`config.mk`:
```
export PLATFORM = sky130hd
export DESIGN_NAME = spim_top
export DESIGN_NICKNAME = d
export VERILOG_FILES = /design/src/inc/spim_pkg.sv /design/src/rtl/spim_src_bit.sv /design/src/rtl/spim_top.sv
export SDC_FILE = /design/constraint.sdc
export NUM_CORES = 1
export LEC_CHECK = 0
export ABC_AREA = 1
export BUFFER_PORTS_ARGS = -buffer_cell sky130_fd_sc_hd__buf_2
export CAP_MARGIN = 20
export CORE_MARGIN = 3
export CORE_UTILIZATION = 40
export DETAILED_ROUTE_END_ITERATION = 8
export PLACE_DENSITY = 0.76
export SLEW_MARGIN = 25
export SYNTH_ARGS = -nofsm -noshare
export SYNTH_HDL_FRONTEND = slang
export SYNTH_HIERARCHICAL = 1
export SYNTH_SLANG_ARGS = --single-unit
```
`constraint.sdc`:
```
create_clock -name pclk -period 1.05 [get_ports pclk]
set_input_delay 0.1575 -clock pclk [delete_from_list [all_inputs] [get_ports pclk]]
set_output_delay 0.1575 -clock pclk [all_outputs]
set_load 0.01 [all_outputs]
```
`src/inc/spim_pkg.sv`:
```
// constants shared by the serial port interrupt mask block
// How it works
// RQ1 - overrun mask bit 10, resets zero
// RQ2 - break error mask bit 9, resets zero
// RQ3 - parity error mask bit 8, resets zero
// RQ4 - framing error mask bit 7, resets zero
// RQ5 - receive timeout mask bit 6, resets zero
// RQ6 - transmit mask bit 5, resets zero
// RQ7 - receive mask bit 4, resets zero
// RQ8 - reads return stored mask, no side effects
// RQ9 - bits 31:11 and 3:0 read zero
// RQ10 - software preserves reserved bits on writeback
// RQ11 - cleared mask blocks raw interrupt, raw kept
// RQ12 - one output: any raw and mask set
package spim_pkg;
   // register byte offsets
   localparam logic [11:0] SPIM_MASK_OFFSET   = 12'h038;  // interrupt_mask
   localparam logic [11:0] SPIM_RAW_OFFSET    = 12'h03C;  // raw event status
   localparam logic [11:0] SPIM_MASKED_OFFSET = 12'h040;  // masked status
   localparam logic [11:0] SPIM_CLEAR_OFFSET  = 12'h044;  // write-one-to-clear
   // field positions
   localparam int SPIM_RX_BIT  = 4;
   localparam int SPIM_TX_BIT  = 5;
   localparam int SPIM_RT_BIT  = 6;
   localparam int SPIM_FE_BIT  = 7;
   localparam int SPIM_PE_BIT  = 8;
   localparam int SPIM_BE_BIT  = 9;
   localparam int SPIM_OE_BIT  = 10;
   localparam int SPIM_LSB     = SPIM_RX_BIT;
   localparam int SPIM_NSRC    = 7;
   // reset value of every register
   localparam logic [31:0] SPIM_RESET_VAL = 32'h0000_0000;
endpackage

```
`src/rtl/spim_src_bit.sv`:
```
// one interrupt source: sticky raw flag and its mask bit
`timescale 1ns/100ps
module spim_src_bit (
   input  wire logic pclk,
   input  wire logic presetn,
   input  wire logic event_in,    // one-cycle or level event
   input  wire logic mask_we,     // mask write strobe
   input  wire logic mask_wdata,  // new mask value
   input  wire logic clear_in,    // software clear strobe
   output logic      raw_out,     // sticky raw status
   output logic      mask_out,    // stored mask
   output logic      masked_out   // raw gated by mask
);
   // mask bit, read/write, resets to zero
   always_ff @(posedge pclk or negedge presetn) begin
      if (!presetn) begin
         mask_out <= 1'b0;
      end else if (mask_we) begin
         mask_out <= mask_wdata;
      end
   end

   // raw flag recorded whatever the mask; set wins over clear
   always_ff @(posedge pclk or negedge presetn) begin
      if (!presetn) begin
         raw_out <= 1'b0;
      end else if (event_in) begin
         raw_out <= 1'b1;  // RQ11
      end else if (clear_in) begin
         raw_out <= 1'b0;
      end
   end

   // gate: a cleared mask keeps the source off the controller
   assign masked_out = raw_out & mask_out;  // RQ11
endmodule // spim_src_bit

```
`src/rtl/spim_top.sv`:
```
// interrupt mask block of the serial port with apb slave
`timescale 1ns/100ps
module spim_top
   import spim_pkg::*;
(
   input  wire logic        pclk,
   input  wire logic        presetn,
   input  wire logic        psel,
   input  wire logic        penable,
   input  wire logic        pwrite,
   input  wire logic [11:0] paddr,
   input  wire logic [31:0] pwdata,
   output logic      [31:0] prdata,
   output logic             pready,
   output logic             pslverr,
   input  wire logic        rx_event,      // receive
   input  wire logic        tx_event,      // transmit
   input  wire logic        rt_event,      // receive time-out
   input  wire logic        fe_event,      // framing error
   input  wire logic        pe_event,      // parity error
   input  wire logic        be_event,      // break error
   input  wire logic        oe_event,      // overrun error
   output logic             irq            // level to interrupt controller
);
   logic [SPIM_NSRC-1:0] ev_vec;      // events in bit order from bit 4
   logic [SPIM_NSRC-1:0] raw_vec;     // sticky raw flags
   logic [SPIM_NSRC-1:0] mask_vec;    // stored masks
   logic [SPIM_NSRC-1:0] masked_vec;  // raw and mask
   logic                 wr_acc;      // write access phase
   logic                 rd_acc;      // read setup phase
   logic                 mask_we;     // mask write strobe
   logic                 clr_we;      // clear write strobe
   logic                 addr_ok;     // mapped address
   logic [31:0]          rd_mux;      // read data before the flop

   // same-clock sources, no synchroniser needed
   assign ev_vec = {oe_event, be_event, pe_event, fe_event,
                    rt_event, tx_event, rx_event};

   // apb decode; zero wait states
   assign wr_acc  = psel & penable & pwrite;
   assign rd_acc  = psel & ~penable & ~pwrite;
   assign mask_we = wr_acc & (paddr == SPIM_MASK_OFFSET);
   assign clr_we  = wr_acc & (paddr == SPIM_CLEAR_OFFSET);
   assign addr_ok = (paddr == SPIM_MASK_OFFSET) | (paddr == SPIM_RAW_OFFSET) |
                    (paddr == SPIM_MASKED_OFFSET) | (paddr == SPIM_CLEAR_OFFSET);
   assign pready  = 1'b1;
   assign pslverr = psel & penable & ~addr_ok;  // unmapped answers with error

   // one cell per source, bits 10 down to 4
   genvar gi;
   generate
      for (gi = 0; gi < SPIM_NSRC; gi++) begin : g_src
         spim_src_bit u_bit (
            .pclk       (pclk),
            .presetn    (presetn),
            .event_in   (ev_vec[gi]),
            .mask_we    (mask_we),           // RQ1 RQ2 RQ3 RQ4 RQ5 RQ6 RQ7
            .mask_wdata (pwdata[SPIM_LSB+gi]),
            .clear_in   (clr_we & pwdata[SPIM_LSB+gi]),
            .raw_out    (raw_vec[gi]),
            .mask_out   (mask_vec[gi]),
            .masked_out (masked_vec[gi])
         );
      end
   endgenerate

   // read mux; reserved bits stay zero, reads change nothing
   always_comb begin
      rd_mux = SPIM_RESET_VAL;  // RQ9
      case (paddr)
         SPIM_MASK_OFFSET:   rd_mux[SPIM_OE_BIT:SPIM_RX_BIT] = mask_vec;    // RQ8
         SPIM_RAW_OFFSET:    rd_mux[SPIM_OE_BIT:SPIM_RX_BIT] = raw_vec;
         SPIM_MASKED_OFFSET: rd_mux[SPIM_OE_BIT:SPIM_RX_BIT] = masked_vec;
         default:            rd_mux = SPIM_RESET_VAL;
      endcase
   end

   // read data captured in setup, stable through access phase
   always_ff @(posedge pclk or negedge presetn) begin
      if (!presetn) begin
         prdata <= SPIM_RESET_VAL;
      end else if (rd_acc) begin
         prdata <= rd_mux;  // RQ8
      end
   end

   // registered level interrupt; lags masked status by one cycle
   always_ff @(posedge pclk or negedge presetn) begin
      if (!presetn) begin
         irq <= 1'b0;
      end else begin
         irq <= |masked_vec;  // RQ12
      end
   end
endmodule // spim_top

```
==> metrics.txt <==
count of input and output buffers=39; WP buf/inv=2; CP max stage cell=nor3_4; clk buf depth=2; gpl congestion=0.857; Flop pwr share=53.2%; yosys warns=6; clock-pin slew on the worst setup and hold paths=0.07 ns; min cycle time layout=1.20 ns; routed len/inst=9.64 um; H-tree depth=1; Cell Chain, Critical Path=buf_2, nor2_2, nand2_2, nor3_4, nand2_1, nand3_1, nor2_1, buf_2; final setup violation count=2; HPWL after detailed placement=2640 um; FF+latch count, synth=22; Final Hold Fails=0; CTS tree=yes; # diodes=0; dpl ws=-0.263 ns; register area share after synthesis=33.3%; Peak Freq=836 MHz; final WL=3240 um; first-pass GRT wire length=5320 um; clock root cell=clkbuf_8; Initial DRC Count=48; drt via density=4.26; Setup WS post-layout=-0.147 ns; Worst EP required=0.89 ns; initial antenna violation count=0; Internal=1.20 mW; Psw=0.399 mW; number of global-route vias before repair=1249; Arr. time, crit path=1.04 ns; Most common cell on crit path=buf_2; Die Y=70.3 um; # fillers=409; final std cells w/o fill=336; commonest non-fill, non-tap cell in the layout=nand2_1; post-route ant nets=0; RSZ-0062 raised after global routing=true; Worst Setup Start Kind=input port; clock share of power=30.6%; total power=1.59 mW; router iterations before antenna repair=6; dpl cells=328; layout cells sized above 1=31.9%; Die Area=4940 um^2; Syn-to-layout area delta=23.1%; Total GRT Usage=13.2%; failing checks=setup timing; Initial Util=43.2%; Leak=1.26 nW; Switching Fraction=25.0%; # rows=22; Clock Skew=0.00123 ns; placed cell area=1910 um^2; Final Util=53.2%; DRC=0; CP Max Fanout=3; CP max stage delay=0.24 ns; peak supply drop=0.659 mV; kind of critical path=input port to primary output; core area=3830 um^2; GR Overflow Total=0; pwr dens=783 nW/um^2; Clock Sinks=22; Netlist cell types=23; total clock buffers created by CTS=3; CP top delay family=simple AND/OR/NAND/NOR gates; Final Slew Violations=0; Mapped Cells=232; status=finished, violations left; synthesized area per cell=7.13 um^2; nets=346; Hold Path Class=input port to register; post-route cell area=2040 um^2; combinational share of power=16.2%; via count=1432; Critical Path End Type=primary output; Clk Latency, worst-skew pair=0.25 ns; largest net degree at the start of global routing=23; most frequent cells in the layout=nand2_1 (71), inv_1 (40), buf_2 (37); I/O Pins=91; crit share post-route=114%; Max Cap Viol=0; Die Wd=70.3 um; Mapped Area=1650 um^2
-- per-layer routing --
layer | part of all wire [%] | vias up | track usage, %
met5 | 0 | - | 0
met4 | 0.52 | 0 | 2.55
met3 | 6.5 | 2 | 3.60
met2 | 48 | 42 | 21.6
met1 | 45 | 632 | 17.4
li1 | - | 756 | -
-- metrics by stage --
stage	setup TNS, ns	hold WS (ns)
2_1_floorplan	-2.54	-0.138
3_3_place_gp	-4.53	0.138
3_5_place_dp	-5.08	0.147
4_1_cts	-0.156	0.0765
5_1_grt	-0.961	0.0842
6_report	-0.151	0.0745
-- area by class of cell --
cell class	instances	area (um^2)	area share, %
inverters	46	173	8.48
multi-input cells	160	850	41.7
clock buffers	3	41.3	2.03
repair buffers	57	362	17.8
well taps	48	60.1	2.95
flip-flops and latches	22	551	27.0
-- what timing repair did --
item,4_1_cts,5_1_grt
endpoints found under the hold margin,22,0
hold buffers,1,0
resized for setup,1,15
endpoints found under the setup margin,1,22
setup buffers,0,4
pin swaps,0,10
-- flip-flops by register name, indices dropped and copies added, names as in the netlist --
signal / cells
prdata: 7
g_src.u_bit/mask_out: 7
irq: 1
g_src.u_bit/raw_out: 7
-- power by group through the flow --
| stage | combinational, mW | clock (mW) | sequential [mW] |
|---|---|---|---|
| after floorplan | 0.201 | 0 | 0.865 |
| after global placement | 0.236 | 0 | 0.864 |
| after detailed placement | 0.241 | 0 | 0.864 |
| after CTS | 0.246 | 0.515 | 0.848 |
| after global routing | 0.288 | 0.543 | 0.848 |
| final | 0.258 | 0.488 | 0.848 |
-- tightest hold or removal path: cells and delay by family --
family / cells / cell delay, ns
buffers and inverters: 2 / 0.10
AND/OR/NAND/NOR: 1 / 0.04
-- cell usage after synthesis --
master,n,area share (%)
and3_1,1,0.38
buf_4,26,12
buf_6,1,0.68
buf_8,1,0.91
conb_1,2,0.45
dfrtp_1,22,33
inv_1,46,10
nand2_1,73,17
nand2_2,2,0.76
nand3_1,29,8.8
nand3_2,1,0.61
nand3_4,1,1.1
nand4_1,1,0.38
nand4_2,1,0.76
nor2_1,6,1.4
nor2_2,8,3.0
nor2_4,2,1.4
nor2_8,3,3.6
nor3_1,1,0.30
nor3_2,1,0.61
nor3_4,2,2.0
nor4_1,1,0.38
or2_4,1,0.53
-- path summary, 6_finish.rpt --
| kind | cells past startpoint | from | endpoint | slack (ns) |
|---|---|---|---|---|
| max in group asynchronous | 2 | presetn | g_src[0].u_bit/mask_out | 0.34 |
| min in group asynchronous | 2 | presetn | g_src[2].u_bit/raw_out | 0.39 |
| worst min-delay path | 3 | pe_event | g_src[4].u_bit/raw_out | 0.07 |
| worst max register to register | 4 | g_src[1].u_bit/raw_out | irq | 0.04 |
| worst min register to register | 2 | prdata[6] | prdata[6] | 0.48 |
| worst max-delay path | 8 | paddr[5] | pslverr | -0.15 |
-- kinds of logic after synthesis --
family                 count (synthesis)  share of synthesized area (%)
buffers and inverters                 74                           23.8
flip-flops                            22                           33.3
other                                  2                          0.454
AND/OR/NAND/NOR                      134                           42.4
(Power assumes the default switching activity.)
